File: src/core/nwp_pkg.sv
// Package: constants for the NAND write-protect host guard
package nwp_pkg;
   localparam int unsigned CLK_PERIOD_NS    = 100;
   localparam int unsigned PROT_SETUP_NS    = 100;
   localparam int unsigned PROT_SETUP_CYC   = (PROT_SETUP_NS + CLK_PERIOD_NS - 1) / CLK_PERIOD_NS;
   localparam int unsigned RECOVERY_US      = 1000;
   localparam int unsigned RECOVERY_CYC     = (RECOVERY_US * 1000 + CLK_PERIOD_NS - 1) / CLK_PERIOD_NS;
   localparam int unsigned OTP_PAGE_BYTES   = 2112;
   localparam logic [7:0]  STAT_IDLE_WP_HI  = 8'hE0;
   localparam logic [7:0]  STAT_IDLE_WP_LO  = 8'h60;
   localparam int unsigned STAT_READY_BIT   = 5;
   localparam int unsigned CNT_W            = 16;

   typedef enum logic [2:0] {
      NWP_POWERUP = 3'b000,
      NWP_IDLE    = 3'b001,
      NWP_SETUP   = 3'b010,
      NWP_ISSUE   = 3'b011,
      NWP_BUSY    = 3'b100
   } nwp_state_e;
endpackage

File: src/core/nwp_host_guard.sv
// Host-side write-protect sequencer for an asynchronous NAND device
`timescale 1ns/1ps
// Behaviour
// RQ1 - Device offers several OTP pages, each a full 2112-byte page.
// RQ2 - OTP area reached only by its own commands; host keeps ordinary ones apart.
// RQ3 - OTP bits read as one when shipped.
// RQ4 - Device refuses OTP erase, and OTP programming once protected.
// RQ5 - Low protect pin blocks program and erase; high permits them.
// RQ6 - Host sets protect pin a setup time before first command latch.
// RQ7 - Host holds protect pin steady until status ready bit reads one.
// RQ8 - Host waits recovery time after power-up before any command.
// RQ9 - Host keeps protect pin low during power ramps.
// RQ10 - Device suppresses all functions while supply is below threshold.
// RQ11 - Idle status reads E0h with protect high, 60h with it low.
// RQ12 - Blocked program or erase leaves array unchanged and returns ready.
module nwp_host_guard #(
   parameter int unsigned RECOVERY_CYCLES = nwp_pkg::RECOVERY_CYC
) (
   input  wire logic       ref_clk,
   input  wire logic       rstn,
   input  wire logic       opReq,
   input  wire logic       opWrite,
   input  wire logic       opOtp,
   input  wire logic       opDone,
   input  wire logic       readyBusyN,
   input  wire logic [7:0] statusByte,
   input  wire logic       statusValid,
   output logic            opAck,
   output logic            cmdGo,
   output logic            cmdOtp,
   output logic            writeProtectN,
   output logic            hostReady,
   output logic            wpMismatch
);
   nwp_pkg::nwp_state_e          state_q, state_d;
   logic [nwp_pkg::CNT_W-1:0]   cnt_q, cnt_d;
   logic                        wp_q, wp_d;
   logic                        otp_q, otp_d;
   logic                        mis_q, mis_d;
   logic [7:0]                  expStat;

   // Idle status must mirror the pin we drive
   assign expStat = wp_q ? nwp_pkg::STAT_IDLE_WP_HI : nwp_pkg::STAT_IDLE_WP_LO; // RQ11

   always_comb begin
      state_d = state_q;
      cnt_d   = cnt_q;
      wp_d    = wp_q;
      otp_d   = otp_q;
      mis_d   = mis_q;
      unique case (state_q)
         nwp_pkg::NWP_POWERUP: begin
            wp_d = 1'b0; // RQ9
            if (cnt_q >= RECOVERY_CYCLES[nwp_pkg::CNT_W-1:0] - 16'h0001) begin // RQ8
               state_d = nwp_pkg::NWP_IDLE;
               cnt_d   = 16'h0000;
            end else begin
               cnt_d = cnt_q + 16'h0001;
            end
         end
         nwp_pkg::NWP_IDLE: begin
            if (statusValid && readyBusyN) begin
               mis_d = (statusByte != expStat); // RQ11
            end
            if (opReq) begin
               otp_d = opOtp; // RQ2
               // Pin only moves here, never while an operation runs
               if (opWrite != wp_q) begin
                  wp_d    = opWrite; // RQ5
                  cnt_d   = 16'h0000;
                  state_d = nwp_pkg::NWP_SETUP;
               end else begin
                  state_d = nwp_pkg::NWP_ISSUE;
               end
            end
         end
         nwp_pkg::NWP_SETUP: begin
            if (cnt_q >= nwp_pkg::PROT_SETUP_CYC[nwp_pkg::CNT_W-1:0] - 16'h0001) begin // RQ6
               state_d = nwp_pkg::NWP_ISSUE;
            end else begin
               cnt_d = cnt_q + 16'h0001;
            end
         end
         nwp_pkg::NWP_ISSUE: begin
            state_d = nwp_pkg::NWP_BUSY;
         end
         nwp_pkg::NWP_BUSY: begin
            // opDone with a valid status showing the ready bit ends the hold; a rejected command also lands here
            if (opDone && statusValid && statusByte[nwp_pkg::STAT_READY_BIT]) begin // RQ7 RQ12
               state_d = nwp_pkg::NWP_IDLE;
            end
         end
         default: begin
            state_d = nwp_pkg::NWP_POWERUP;
         end
      endcase
   end

   always_ff @(posedge ref_clk or negedge rstn) begin
      if (!rstn) begin
         state_q <= nwp_pkg::NWP_POWERUP;
         cnt_q   <= 16'h0000;
         wp_q    <= 1'b0;
         otp_q   <= 1'b0;
         mis_q   <= 1'b0;
      end else begin
         state_q <= state_d;
         cnt_q   <= cnt_d;
         wp_q    <= wp_d;
         otp_q   <= otp_d;
         mis_q   <= mis_d;
      end
   end

   assign opAck         = (state_q == nwp_pkg::NWP_IDLE) && opReq;
   assign cmdGo         = (state_q == nwp_pkg::NWP_ISSUE);
   assign cmdOtp        = otp_q;
   assign writeProtectN = wp_q;
   assign hostReady     = (state_q == nwp_pkg::NWP_IDLE);
   assign wpMismatch    = mis_q;
endmodule

File: config.mk
export PLATFORM = sky130hd
export DESIGN_NAME = nwp_host_guard
export DESIGN_NICKNAME = d
export VERILOG_FILES = /design/src/core/nwp_pkg.sv /design/src/core/nwp_host_guard.sv
export SDC_FILE = /design/constraint.sdc
export NUM_CORES = 1
export LEC_CHECK = 0
export ABC_AREA = 1
export BUFFER_PORTS_ARGS = -buffer_cell sky130_fd_sc_hd__buf_2
export CAP_MARGIN = 20
export CORE_AREA = 2 2 65 67
export CTS_CLUSTER_DIAMETER = 200
export DETAILED_ROUTE_END_ITERATION = 16
export DIE_AREA = 0 0 67 69
export GPL_TIMING_DRIVEN = 0
export PLACE_DENSITY = 0.72
export SYNTH_ARGS = -nofsm -noshare
export SYNTH_HDL_FRONTEND = slang
export SYNTH_SLANG_ARGS = --single-unit
File: constraint.sdc
create_clock -name ref_clk -period 1.3 [get_ports ref_clk]
set_input_delay 0.195 -clock ref_clk [delete_from_list [all_inputs] [get_ports ref_clk]]
set_output_delay 0.195 -clock ref_clk [all_outputs]
set_load 0.05 [all_outputs]
# Word-level counts from Yosys, hierarchy flattened
# Cells that the tools add are included.
dict set report word_totals {
  ff_bits 22
  inputBits 16
  output_inout_bits 6
}
dict set report op_classes {
  add_sub_neg 1
  order_cmp 2
  eq_ne 12
  mux 15
  reduce_logical 12
}
# op n
set op_table {}
lappend op_table {{$mux W16} 4}
lappend op_table {{$pmux W16 S3} 1}
lappend op_table {{$add A16 B1 Y16 const B} 1}
lappend op_table {{$ge A16 B1 Y1 const B} 1}
lappend op_table {{$ge A16 B14 Y1 const B} 1}
lappend op_table {{$pmux W3 S5} 1}
lappend op_table {{$mux W3} 4}
lappend op_table {{$ne A2 B2 Y1 const B} 5}
lappend op_table {{$mux W8} 1}
lappend op_table {{$ne A8 B8 Y1} 1}
lappend op_table {{$reduce_and A4 Y1} 2}
lappend op_table {{$eq A3 B2 Y1 const B} 2}
lappend op_table {{$logic_and A1 B1 Y1} 4}
lappend op_table {{$reduce_and A2 Y1} 2}
lappend op_table {{$eq A3 B1 Y1 const B} 1}
lappend op_table {{$eq A3 B3 Y1 const B} 1}
lappend op_table {{$logic_not A3 Y1} 1}
lappend op_table {{$mux W1} 3}
lappend op_table {{$reduce_and A3 Y1} 1}
lappend op_table {{$reduce_bool A3 Y1} 1}
lappend op_table {{$ne A2 B1 Y1 const B} 1}
lappend op_table {{$pmux W1 S2} 1}
lappend op_table {{$reduce_bool A2 Y1} 1}
lappend op_table {{$ne A1 B1 Y1} 1}

# Depth between registers and ports, before layout
# Gate-level depths: netlist of run 1.
dict set report depth {
  depth_word 4
  mapped_depth 9
  depth_no_buf 9
}

# Least setup slack after synthesis of run 1
# No wires, ideal clock.
dict set report synth_timing {
  path_kind {register to register}
  start {register state_q[1]}
  end {register otp_q, in the netlist cmdOtp}
  setup_ps 125
  arrival_time_ps 1813
  required_ps 1175
  path_slack_ps -638
  stages_incl_launch_ff 5
  synth_period_minus_slack_ps 1938
  path_cell_list {dfrtp_1 -> inv_2 -> nand3_1 -> nor2_1 -> mux2_2}
}
dict set report synth_between {
  elab_chain_len 2
}
# item line
set synth_lines {}
lappend synth_lines {{from (decl)} nwp_host_guard.sv:35} ;# nwp_pkg::nwp_state_e state_q, state_d;
lappend synth_lines {{from (signal assigned)} nwp_host_guard.sv:101} ;# state_q <= nwp_pkg::NWP_POWERUP;
lappend synth_lines {{from (signal assigned)} nwp_host_guard.sv:107} ;# state_q <= state_d;
lappend synth_lines {{$eq A3 B1 Y1} nwp_host_guard.sv:51} ;# unique case (state_q)
lappend synth_lines {{$reduce_and A2 Y1 (no source line)} -}
lappend synth_lines {{to (signal assigned)} nwp_host_guard.sv:110} ;# otp_q <= otp_d;
lappend synth_lines {{to (decl)} nwp_host_guard.sv:38} ;# logic otp_q, otp_d;
# Every way passes these cells.
# A chain may end at the register's enable or synchronous reset.

# Worst setup path in the final report of run 1
dict set report layout_timing {
  start {register state_q[2]}
  end {output port opAck}
}
dict set report layout_between {
  elab_chain_len 2
}
# item line
set layout_lines {}
lappend layout_lines {{$eq A3 B1 Y1} nwp_host_guard.sv:115} ;# assign opAck = (state_q == nwp_pkg::NWP_IDLE) && opReq;
lappend layout_lines {{$logic_and A1 B1 Y1} nwp_host_guard.sv:115}
lappend layout_lines {{to (decl)} nwp_host_guard.sv:28} ;# output logic opAck,
# Every way passes these cells.

==> results of run 1 <==
==> state kept, by name, summed over array words and instances, names as in the netlist <==
| register | cells |
|---|---|
| state_q | 3 |
| writeProtectN | 1 |
| wpMismatch | 1 |
| cnt_q | 16 |
| cmdOtp | 1 |
==> repair_timing <==
item | in CTS | in global routing
hold buffers | 1 | 0
setup endpoints to repair | 21 | 24
resized for setup | 25 | 35
pin swaps | 5 | 11
endpoints found under the hold margin | 22 | 0
setup buffers | 15 | 2
gates cloned | 1 | 1
==> metal layers <==
layer	wire, um	vias up	share of wire [%]	GRT usage, %
met5	0	-	0	0
met4	88	0	2.2	10.4
met3	152	7	3.8	2.94
met2	2010	36	51	29.4
met1	1720	713	43	20.3
li1	-	787	-	-
==> metrics by stage <==
stage | hold slack [ns] | power (W) | std cells | setup TNS (ns)
3_3_place_gp | 0.197 | 0.00290 | 289 | -2.35
5_1_grt | 0.161 | 0.00481 | 313 | -2.76
2_1_floorplan | -0.101 | 0.00251 | 218 | -2.55
6_report | 0.153 | 0.00454 | 313 | -1.03
3_5_place_dp | 0.197 | 0.00293 | 289 | -2.53
4_1_cts | 0.155 | 0.00415 | 310 | -1.12
==> critical path, cell delays in order, from the launching register on <==
cell	delay [ns]
dfrtp_2	0.45
inv_4	0.09
nand3_4	0.08
nor2_4	0.15
buf_6	0.18
==> power by group <==
part / total [W] / leakage [nW] / internal (W) / switching [W]
logic: 0.00284 / 0.691 / 0.00110 / 0.00174
clock network: 0.000648 / 0.0357 / 0.000412 / 0.000236
registers: 0.00105 / 0.290 / 0.000851 / 0.000202
total: 0.00454 / 1.02 / 0.00236 / 0.00218
==> kinds of logic after synthesis <==
logic type | count (synthesis) | synth area share, %
flops | 22 | 36.2
xor+xnor | 1 | 0.576
mux | 1 | 0.741
compound gates | 10 | 4.03
simple gates | 150 | 48.5
buf+inv | 33 | 9.14
fa+ha+maj | 1 | 0.823
==> cell type report <==
| class | count | area (um^2) |
|---|---|---|
| clock buffer | 3 | 41.3 |
| timing repair buffer | 39 | 300 |
| buffer | 1 | 11.3 |
| fill | 351 | 1760 |
| multi-input combinational | 164 | 1010 |
| clock inverter | 1 | 30.0 |
| sequential | 22 | 556 |
| timing repair inverter | 1 | 8.76 |
| tap | 50 | 62.6 |
| inverter | 32 | 140 |
==> cells in the final DEF (no fill, tap or decap), types with 3 or more instances in the layout <==
master    instances
nand4_1          12
clkbuf_8          3
nor2_1           18
nor2_4           12
inv_4             3
buf_2            18
nand3_2           3
nand2_2          10
buf_4            10
nand3_1          17
nand2_4           5
inv_1            26
nor3_1            6
dfrtp_2           4
o21ai_1           4
nand2_1          52
nor2_2           10
dfrtp_1          18
buf_6             9
==> final timing paths <==
path,cells after the start,slack (ns),start,end
min in group asynchronous,2,0.42,rstn,cnt_q[9]
worst max register to register,9,-0.08,state_q[2],cnt_q[10]
worst min-delay path,2,0.15,opOtp,cmdOtp
worst min register to register,2,0.47,cnt_q[15],cnt_q[15]
worst max-delay path,4,-0.12,state_q[2],opAck
max in group asynchronous,2,0.51,rstn,state_q[0]
==> impl_table.tex, run 1 <==
\begin{tabular}{lr}
\hline
Metric & Value \\
\hline
\multicolumn{2}{l}{\textbf{Drt}} \\
Drt first pass iters & 4 \\
Total wirelength of the detailed-routed design & 3960 um \\
Post-DRT Antenna Nets & 0 \\
DRC viols & 0 \\
Ratio of routed vias to standard cells & 4.93 \\
Final routed wire length divided by cell count & 12.7 um \\
Detailed Route Iter0 Violations & 91 \\
Via count of the routed design & 1543 \\
\multicolumn{2}{l}{\textbf{Clocking}} \\
Clock sinks & 22 \\
Insertion delay to the later sink of the worst-skew pair & 0.27 ns \\
Htree depth & 1 \\
CTS tree & yes \\
Maximum count of clock buffers along a single path & 2 \\
Clock transition at the registers of the reported paths & 0.08 ns \\
Buffer cell driving the clock tree root & clkbuf\_8 \\
TritonCTS buffer count & 3 \\
\multicolumn{2}{l}{\textbf{Logic synthesis}} \\
Count of unique library cells instantiated by Yosys & 23 \\
Asr flop ratio synth & 100\% \\
Total nets after synthesis & 235 \\
Count of flip-flops with a built-in enable after synthesis & 0 \\
Number of register bits inferred by synthesis & 22 \\
Top cells by instance count after synthesis & nand2\_1, inv\_1, nor2\_1, dfrtp\_1, nand3\_1 \\
Synthesized netlist cell count & 218 \\
Number of warnings issued by yosys & 0 \\
Average instance area after synthesis & 6.97 um\^{}2 \\
Sequential fraction of the synthesis area & 36.2\% \\
Top\_reg\_cell synth & dfrtp\_1 \\
Top post-synthesis cells by area & dfrtp\_1, nand2\_1, nand3\_1, inv\_1, nor2\_1 \\
Cell with the most instances after synthesis & nand2\_1 \\
Cell area after synthesis & 1520 um\^{}2 \\
Leading area contributor after synthesis & dfrtp\_1 \\
Portion of synthesized cell area occupied by the leading cell type & 36.2\% \\
\multicolumn{2}{l}{\textbf{Floorplanning}} \\
Number of I/O pins & 22 \\
Die X & 67 um \\
Die extent in y & 69 um \\
Initial Utilization & 38.8\% \\
Total die area & 4620 um\^{}2 \\
Area of the placeable core & 3910 um\^{}2 \\
Row Count & 23 \\
\multicolumn{2}{l}{\textbf{Setup path}} \\
Crit path arrival time & 1.22 ns \\
Worst setup SP type & register \\
CP Class & register to output pin \\
Biggest fanout along the worst timing path & 2 \\
Critical path required time & 1.11 ns \\
Endpoint type of the worst setup path & output pin \\
\multicolumn{2}{l}{\textbf{Global route}} \\
Total GRT Usage & 17.5\% \\
Via count of the first global-routing pass & 1433 \\
Pin count of the biggest net entering global routing & 23 \\
Antenna violations before repair & 0 \\
Wire length of the first global-routing pass & 6200 um \\
GRT Residual Overflow & 0 \\
\multicolumn{2}{l}{\textbf{Placement}} \\
Worst slack at placement & -0.252 ns \\
Total of buffers placed on input and output ports & 21 \\
Final HPWL DP & 2460 um \\
Placed standard-cell area & 1700 um\^{}2 \\
Gpl congestion & 0.846 \\
\multicolumn{2}{l}{\textbf{STA}} \\
Post-route fraction of the period consumed by the critical path & 109\% \\
Fmax achieved & 707 MHz \\
Worst-margin pin slew & 0.504 ns \\
Worst slew slack as a fraction of its limit & 66.4\% \\
Setup repair after global routing missed its margin & yes \\
Pins over their slew limit & 0 \\
Final setup viols & 18 \\
Final number of hold-violating endpoints & 0 \\
PnR worst setup slack & -0.115 ns \\
Clk\_skew & 0.000830 ns \\
Final Critical Period & 1.42 ns \\
\multicolumn{2}{l}{\textbf{Final layout}} \\
Utilization after layout & 55.1\% \\
Share of post-route cells with drive strength above 1 & 39.5\% \\
Final non-filler cell area & 2160 um\^{}2 \\
Number of antenna diodes & 0 \\
Synth-to-layout area growth & 41.9\% \\
Nets & 281 \\
\multicolumn{2}{l}{\textbf{Power}} \\
Pwr per Cell Area & 2110 nW/um\^{}2 \\
Maximum VDD drop & 0.776 mV \\
Leakage dissipation & 1.02 nW \\
\multicolumn{2}{l}{\textbf{Outcome}} \\
Violated checks & negative setup slack \\
Result of the run & finished with violations \\
\multicolumn{2}{l}{\textbf{Run}} \\
\# Max-Cap Violations & 0 \\
\multicolumn{2}{l}{\textbf{Worst hold path}} \\
HP Class & primary input to register \\
\hline
\end{tabular}
Power figures use the tool's default switching activity.
==> inputs of run 2 (changes only) <==
==> constraint.sdc (replaced) <==
create_clock -name ref_clk -period 1.2 [get_ports ref_clk]
set_input_delay 0.06 -clock ref_clk [delete_from_list [all_inputs] [get_ports ref_clk]]
set_output_delay 0.06 -clock ref_clk [all_outputs]
set_load 0.05 [all_outputs]
==> run 2 against run 1 <==
  * The flow still finishes with violations (negative setup slack)
  * Combinational power about the same
  * Sequential share of layout area up 1.1 points
  * Non-clock buffer count stayed put
  * Critical path type unchanged
  * Critical endpoint is now hostReady
==> impl_table.tex, run 2 (synthesis results as in run 1) <==
\begin{tabular}{lr}
\hline
Metric & Value \\
\hline
\multicolumn{2}{l}{\textbf{Outcome}} \\
Result of the run & finished with violations (unchanged) \\
Violated checks & negative setup slack (unchanged) \\
\multicolumn{2}{l}{\textbf{STA}} \\
Fmax achieved & 697 MHz \\
Worst-margin pin slew & 0.502 ns (was 0.504 ns) \\
PnR worst setup slack & -0.235 ns (was -0.115 ns) \\
Final setup viols & 24 (was 18) \\
Final sum of negative setup slack & -3.21 ns (was -1.03 ns) \\
Worst slew slack as a fraction of its limit & 66.6\% (was 66.4\%) \\
Final number of hold-violating endpoints & 0 (unchanged) \\
Final Critical Period & 1.43 ns \\
Clk\_skew & 0.000980 ns (was 0.000830 ns) \\
Setup repair after global routing missed its margin & yes (unchanged) \\
Pins over their slew limit & 0 (unchanged) \\
Post-route fraction of the period consumed by the critical path & 120\% \\
\multicolumn{2}{l}{\textbf{Clocking}} \\
CTS tree & yes (unchanged) \\
Clock sinks & 22 (unchanged) \\
TritonCTS buffer count & 3 (unchanged) \\
Buffer cell driving the clock tree root & clkbuf\_8 (unchanged) \\
Clock transition at the registers of the reported paths & 0.08 ns (about the same) \\
Htree depth & 1 (unchanged) \\
Insertion delay to the later sink of the worst-skew pair & 0.27 ns (about the same) \\
Maximum count of clock buffers along a single path & 2 (unchanged) \\
\multicolumn{2}{l}{\textbf{Floorplanning}} \\
Number of I/O pins & 22 (unchanged) \\
Die extent in y & 69 um (unchanged) \\
Area of the placeable core & 3910 um\^{}2 (unchanged) \\
Initial Utilization & 38.8\% (unchanged) \\
Total die area & 4620 um\^{}2 (unchanged) \\
Die X & 67 um (unchanged) \\
Row Count & 23 (unchanged) \\
\multicolumn{2}{l}{\textbf{Setup path}} \\
Critical path required time & 1.14 ns (was 1.11 ns) \\
CP Class & register to output pin (unchanged) \\
Worst setup SP type & register (unchanged) \\
Crit path arrival time & 1.37 ns (was 1.22 ns) \\
Endpoint type of the worst setup path & output pin (unchanged) \\
Biggest fanout along the worst timing path & 5 (was 2) \\
\multicolumn{2}{l}{\textbf{Global route}} \\
Antenna violations before repair & 0 (unchanged) \\
Wire length of the first global-routing pass & 5730 um (was 6200 um) \\
Via count of the first global-routing pass & 1356 (was 1433) \\
Pin count of the biggest net entering global routing & 23 (unchanged) \\
Total GRT Usage & 16.1\% (was 17.5\%) \\
GRT Residual Overflow & 0 (unchanged) \\
\multicolumn{2}{l}{\textbf{Placement}} \\
Total of buffers placed on input and output ports & 21 (unchanged) \\
Placed standard-cell area & 1700 um\^{}2 (unchanged) \\
Worst slack at placement & -0.352 ns (was -0.252 ns) \\
Placed cell count & 289 (unchanged) \\
Final HPWL DP & 2460 um (unchanged) \\
Gpl congestion & 0.846 (unchanged) \\
\multicolumn{2}{l}{\textbf{Final layout}} \\
Number of antenna diodes & 0 (unchanged) \\
Share of post-route cells with drive strength above 1 & 37.8\% (was 39.5\%) \\
Nets & 280 (was 281) \\
Register with the most flip-flops & cnt\_q (unchanged) \\
Commonest non-fill, non-tap cell in the layout & nand2\_1 (unchanged) \\
Top flop regs & cnt\_q (16), state\_q (3) (unchanged) \\
Max FFs per register & 16 (unchanged) \\
Storage element area & 556 um\^{}2 (unchanged) \\
Final non-filler cell area & 2070 um\^{}2 (was 2160 um\^{}2) \\
Synth-to-layout area growth & 36.0\% (was 41.9\%) \\
Most used cells in the layout excluding fill and tap cells & nand2\_1, inv\_1, nor2\_1, dfrtp\_1, buf\_2 (unchanged) \\
Area taken by multi-input logic gates & 945 um\^{}2 (was 1010 um\^{}2) \\
Non-filler cells, final & 312 (was 313) \\
Final-layout fill cell count & 366 (was 351) \\
\multicolumn{2}{l}{\textbf{Drt}} \\
Detailed Route Iter0 Violations & 114 (was 91) \\
Via count of the routed design & 1546 (was 1543) \\
Total wirelength of the detailed-routed design & 3760 um (was 3960 um) \\
DRC viols & 0 (unchanged) \\
Post-DRT Antenna Nets & 0 (unchanged) \\
Final routed wire length divided by cell count & 12.0 um (was 12.7 um) \\
Drt first pass iters & 4 (unchanged) \\
Ratio of routed vias to standard cells & 4.96 (was 4.93) \\
\multicolumn{2}{l}{\textbf{Power}} \\
Pwr per Cell Area & 2250 nW/um\^{}2 (was 2110 nW/um\^{}2) \\
Leakage dissipation & 1.01 nW (was 1.02 nW) \\
Net load switching power & 0.00219 W (was 0.00218 W) \\
Maximum VDD drop & 0.839 mV (was 0.776 mV) \\
Fraction of power consumed by sequential logic & 24.4\% (was 23.2\%) \\
Power share of the combinational group & 60.5\% (was 62.5\%) \\
Int Pwr & 0.00246 W (was 0.00236 W) \\
Switching part of the total & 47.1\% (was 47.9\%) \\
Clock share of power & 15.1\% (was 14.3\%) \\
\multicolumn{2}{l}{\textbf{Worst hold path}} \\
HP Class & primary input to register (unchanged) \\
\multicolumn{2}{l}{\textbf{Run}} \\
\# Max-Cap Violations & 0 (unchanged) \\
\hline
\end{tabular}
-- run 2: layout make-up --
| class | instances | share of cell area (%) |
|---|---|---|
| repair buffers | 39 | 13.8 |
| clock buffers | 3 | 2.00 |
| inverters | 32 | 6.65 |
| plain buffers | 1 | 0.544 |
| flip-flops and latches | 22 | 26.9 |
| clock inverters | 1 | 1.45 |
| multi-input cells | 164 | 45.7 |
| well taps | 50 | 3.02 |
-- run 2: repair_timing --
| action | 4_1_cts | 5_1_grt |
|---|---|---|
| buffers inserted | 11 | 6 |
| setup endpoints to repair | 23 | 24 |
| hold buffers | 1 | 0 |
| hold endpoints to repair | 22 | 0 |
| gates cloned | 0 | 1 |
| pin swaps | 13 | 6 |
| resized for setup | 23 | 20 |
-- run 2: per-stage QoR --
| stage | hold slack, ns | util, % | power, W |
|---|---|---|---|
| floorplan | -0.236 | - | 0.00272 |
| global placement | 0.0617 | 43.5 | 0.00315 |
| detailed placement | 0.0620 | 43.5 | 0.00317 |
| CTS | 0.0178 | 49.7 | 0.00432 |
| global route | 0.0265 | 52.8 | 0.00491 |
| finish | 0.0196 | 52.8 | 0.00465 |
-- run 2: routing by layer --
| metal | up-vias | GRT usage, % | share of wire (%) |
|---|---|---|---|
| met3 | 7 | 2.12 | 3.4 |
| li1 | 788 | - | - |
| met5 | - | 0 | 0 |
| met1 | 714 | 20.0 | 44 |
| met4 | 0 | 8.16 | 2.1 |
| met2 | 37 | 26.5 | 50 |
-- run 2: worst max-delay path: stages, from the launching register on --
cell and delay [ns]:
dfrtp_2 0.46, inv_4 0.09, nand2_4 0.06, nor2_4 0.19, buf_4 0.16, buf_8 0.13
-- run 2: power by group through the flow --
stage               clock (W)  combinational (W)  sequential [W]
floorplan                   0            0.00146         0.00126
global placement            0            0.00202         0.00112
detailed placement          0            0.00204         0.00113
CTS                  0.000712            0.00248         0.00113
global route         0.000738            0.00300         0.00117
finish               0.000700            0.00281         0.00113
-- run 2: path summary, 6_finish.rpt --
kind / from / end / slack [ns] / depth (start not counted)
setup / recovery: state_q[2] / hostReady / -0.23 / 5
hold / removal: opOtp / cmdOtp / 0.02 / 2
setup reg to reg: state_q[2] / cnt_q[10] / -0.20 / 9
hold reg to reg: cnt_q[15] / cnt_q[15] / 0.47 / 2
max in group asynchronous: rstn / state_q[0] / 0.55 / 2
min in group asynchronous: rstn / cnt_q[9] / 0.28 / 2
==> inputs of run 3 (changes only) <==
SETUP_SLACK_MARGIN = 0.4   (was unset)
==> run 3 against run 2 <==
  * Hold slack got worse by 0.0069 ns
  * Wire length rose by 4.9%
  * Power up 3.6%
  * Via count shrank 3.8%
  * Sequential share of layout area shrank 0.70 points
  * Count of clock-buffer cells in the layout is the same
  * Clock skew increased by 0.0080 ns
  * Critical path type is now register to register
  * The flow still finishes with violations (negative setup slack)
  * Worst setup slack improved by 0.031 ns
  * Flip-flop and latch count stayed put
  * Design area rose by 3.1%
  * Sequential power grew 5%
  * Critical path depth increased by 4
==> impl_table.tex, run 3 (synthesis results as in run 1) <==
\begin{tabular}{lr}
\hline
Metric & Value \\
\hline
\multicolumn{2}{l}{\textbf{Placement}} \\
Final HPWL DP & 2550 um (was 2460 um) \\
Gpl congestion & 0.836 (was 0.846) \\
Total of buffers placed on input and output ports & 21 (unchanged) \\
\multicolumn{2}{l}{\textbf{Global route}} \\
Via count of the first global-routing pass & 1478 (was 1356) \\
Antenna violations before repair & 0 (unchanged) \\
Total GRT Usage & 17.7\% (was 16.1\%) \\
Pin count of the biggest net entering global routing & 23 (unchanged) \\
Wire length of the first global-routing pass & 6530 um (was 5730 um) \\
GRT Residual Overflow & 0 (unchanged) \\
\multicolumn{2}{l}{\textbf{Clocking}} \\
Insertion delay to the later sink of the worst-skew pair & 0.27 ns (about the same) \\
Buffer cell driving the clock tree root & clkbuf\_8 (unchanged) \\
Maximum count of clock buffers along a single path & 2 (unchanged) \\
Clock transition at the registers of the reported paths & 0.09 ns (was 0.08 ns) \\
CTS tree & yes (unchanged) \\
Clock sinks & 22 (unchanged) \\
TritonCTS buffer count & 3 (unchanged) \\
Htree depth & 1 (unchanged) \\
\multicolumn{2}{l}{\textbf{Power}} \\
Fraction of power consumed by sequential logic & 24.7\% (was 24.4\%) \\
Power share of the combinational group & 60.5\% (about the same) \\
Int Pwr & 0.00252 W (was 0.00246 W) \\
Total power after layout & 0.00482 W (was 0.00465 W) \\
Leakage dissipation & 1.04 nW (was 1.01 nW) \\
Clock share of power & 14.8\% (was 15.1\%) \\
Pwr per Cell Area & 2260 nW/um\^{}2 (was 2250 nW/um\^{}2) \\
Switching part of the total & 47.7\% (was 47.1\%) \\
Maximum VDD drop & 0.731 mV (was 0.839 mV) \\
Net load switching power & 0.00230 W (was 0.00219 W) \\
\multicolumn{2}{l}{\textbf{Setup path}} \\
Number of cell instances on the worst register-to-register path & 9 (unchanged) \\
Critical path origin & state\_q[2] (unchanged) \\
Biggest fanout along the worst timing path & 9 (was 5) \\
Cell chain of the critical path & inv\_4, nand2\_4, nor2\_4, nand2\_4, nand2\_4, nor2\_8, nand2\_4, inv\_8, nor2\_2 (was inv\_4, nand2\_4, nor2\_4, buf\_4, buf\_8) \\
Endpoint type of the worst setup path & register (was output pin) \\
Dominant cell type by count on the critical path & nand2\_4 \\
Worst setup SP type & register (unchanged) \\
Critical path required time & 1.41 ns (was 1.14 ns) \\
Worst reg2reg path startpoint & state\_q[2] (unchanged) \\
Register-to-Register Setup Slack & -0.20 ns (about the same) \\
Slowest cell delay on critical path & 0.47 ns (was 0.46 ns) \\
Count of buffer and inverter cells on the critical path & 2 (was 3) \\
Cell family with the largest share of critical-path delay & simple AND/OR/NAND/NOR gates (was flip-flops) \\
Cell type of the slowest stage on the worst timing path & dfrtp\_2 (unchanged) \\
Crit path arrival time & 1.61 ns (was 1.37 ns) \\
Capture instance of the worst register-to-register path & cnt\_q[9] (was cnt\_q[10]) \\
CP Class & register to register (was register to output pin) \\
\multicolumn{2}{l}{\textbf{Drt}} \\
Final routed wire length divided by cell count & 12.9 um (was 12.0 um) \\
Via count of the routed design & 1487 (was 1546) \\
Post-DRT Antenna Nets & 0 (unchanged) \\
DRC viols & 0 (unchanged) \\
Drt first pass iters & 5 (was 4) \\
Detailed Route Iter0 Violations & 93 (was 114) \\
Ratio of routed vias to standard cells & 4.86 (was 4.96) \\
Total wirelength of the detailed-routed design & 3940 um (was 3760 um) \\
\multicolumn{2}{l}{\textbf{Floorplanning}} \\
Area of the placeable core & 3910 um\^{}2 (unchanged) \\
Row Count & 23 (unchanged) \\
Initial Utilization & 38.8\% (unchanged) \\
Total die area & 4620 um\^{}2 (unchanged) \\
Die extent in y & 69 um (unchanged) \\
Die X & 67 um (unchanged) \\
Number of I/O pins & 22 (unchanged) \\
\multicolumn{2}{l}{\textbf{Worst hold path}} \\
Worst hold stages & 2 (unchanged) \\
Capture endpoint of the worst hold path & cmdOtp (unchanged) \\
HP Class & primary input to register (unchanged) \\
Startpoint of the tightest hold check path & opOtp (unchanged) \\
\multicolumn{2}{l}{\textbf{Final layout}} \\
Synth-to-layout area growth & 40.3\% (was 36.0\%) \\
Share of post-route cells with drive strength above 1 & 40.2\% (was 37.8\%) \\
Most used cells in the layout excluding fill and tap cells & nand2\_1, inv\_1, nor2\_1, dfrtp\_1 (was nand2\_1, inv\_1, nor2\_1, dfrtp\_1, buf\_2) \\
Nets & 274 (was 280) \\
Max FFs per register & 16 (unchanged) \\
Commonest non-fill, non-tap cell in the layout & nand2\_1 (unchanged) \\
Register with the most flip-flops & cnt\_q (unchanged) \\
Number of antenna diodes & 0 (unchanged) \\
Top flop regs & cnt\_q (16), state\_q (3) (unchanged) \\
\multicolumn{2}{l}{\textbf{STA}} \\
Final Critical Period & 1.40 ns (was 1.43 ns) \\
Worst-margin pin slew & 0.311 ns (was 0.502 ns) \\
Setup repair after global routing missed its margin & yes (unchanged) \\
Final number of hold-violating endpoints & 0 (unchanged) \\
Clk\_skew & 0.00896 ns (was 0.000980 ns) \\
Final setup viols & 24 (unchanged) \\
Post-route fraction of the period consumed by the critical path & 117\% (was 120\%) \\
Worst slew slack as a fraction of its limit & 79.3\% (was 66.6\%) \\
Final sum of negative setup slack & -3.74 ns (was -3.21 ns) \\
PnR worst setup slack & -0.204 ns (was -0.235 ns) \\
Fmax achieved & 712 MHz (was 697 MHz) \\
Pins over their slew limit & 0 (unchanged) \\
\multicolumn{2}{l}{\textbf{Run}} \\
\# Max-Cap Violations & 0 (unchanged) \\
\multicolumn{2}{l}{\textbf{Outcome}} \\
Violated checks & negative setup slack (unchanged) \\
Result of the run & finished with violations (unchanged) \\
\hline
\end{tabular}
-- run 3: changes by cell type in the layout (fill, tap and decap cells not counted), moves of 3 or more --
cell,previous run,this run
nand3_2,3,6
buf_4,14,9
buf_2,18,14
nand2_2,9,5
nand3_1,17,12
nor2_1,21,18
-- run 3: per-stage QoR --
step	worst slack [ns]	hold slack, ns	std cells	cell area (um^2)	util, %
CTS	-0.178	0.0167	302	2020	51.6
global route	-0.274	0.0175	306	2130	54.5
detailed placement	-0.306	0.0574	289	1710	43.8
global placement	-0.279	0.0620	289	1710	43.8
floorplan	-0.280	-0.236	218	1550	-
finish	-0.204	0.0127	306	2130	54.5
-- run 3: how the worst max path moves through the flow --
stage	slack (ns)	end	cells past startpoint
2_1_floorplan	-0.28	cmdOtp	4
3_3_place_gp	-0.28	cnt_q[2]	8
3_5_place_dp	-0.31	cnt_q[2]	8
4_1_cts	-0.18	hostReady	4
5_1_grt	-0.27	cnt_q[10]	9
6_report	-0.20	cnt_q[9]	9
-- run 3: cell type report --
| cell class | instances | area, um^2 |
|---|---|---|
| clock inverter | 1 | 30.0 |
| multi-input combinational | 163 | 1020 |
| tap | 50 | 62.6 |
| buffer | 1 | 11.3 |
| inverter | 32 | 133 |
| clock buffer | 3 | 41.3 |
| timing repair buffer | 34 | 282 |
| fill | 354 | 1780 |
| sequential | 22 | 558 |
-- run 3: timing repair --
action	in CTS	in global routing
pin swaps	9	9
buffers inserted	8	4
hold endpoints to repair	22	0
gates resized for setup	41	20
hold buffers	1	0
setup endpoints to repair	28	32
gates cloned	0	0
-- run 3: power by group through the flow --
stage	sequential (W)	clock (W)	combinational [W]
2_1_floorplan	0.00126	0	0.00147
3_3_place_gp	0.00112	0	0.00203
3_5_place_dp	0.00113	0	0.00205
4_1_cts	0.00117	0.000718	0.00258
5_1_grt	0.00121	0.000757	0.00312
6_report	0.00119	0.000713	0.00291
-- run 3: metal layers --
metal	track usage, %	wire, um	vias up
met5	0	0	-
met4	6.12	53	0
met3	1.63	110	5
met2	29.0	2030	26
met1	24.0	1740	686
li1	-	-	770
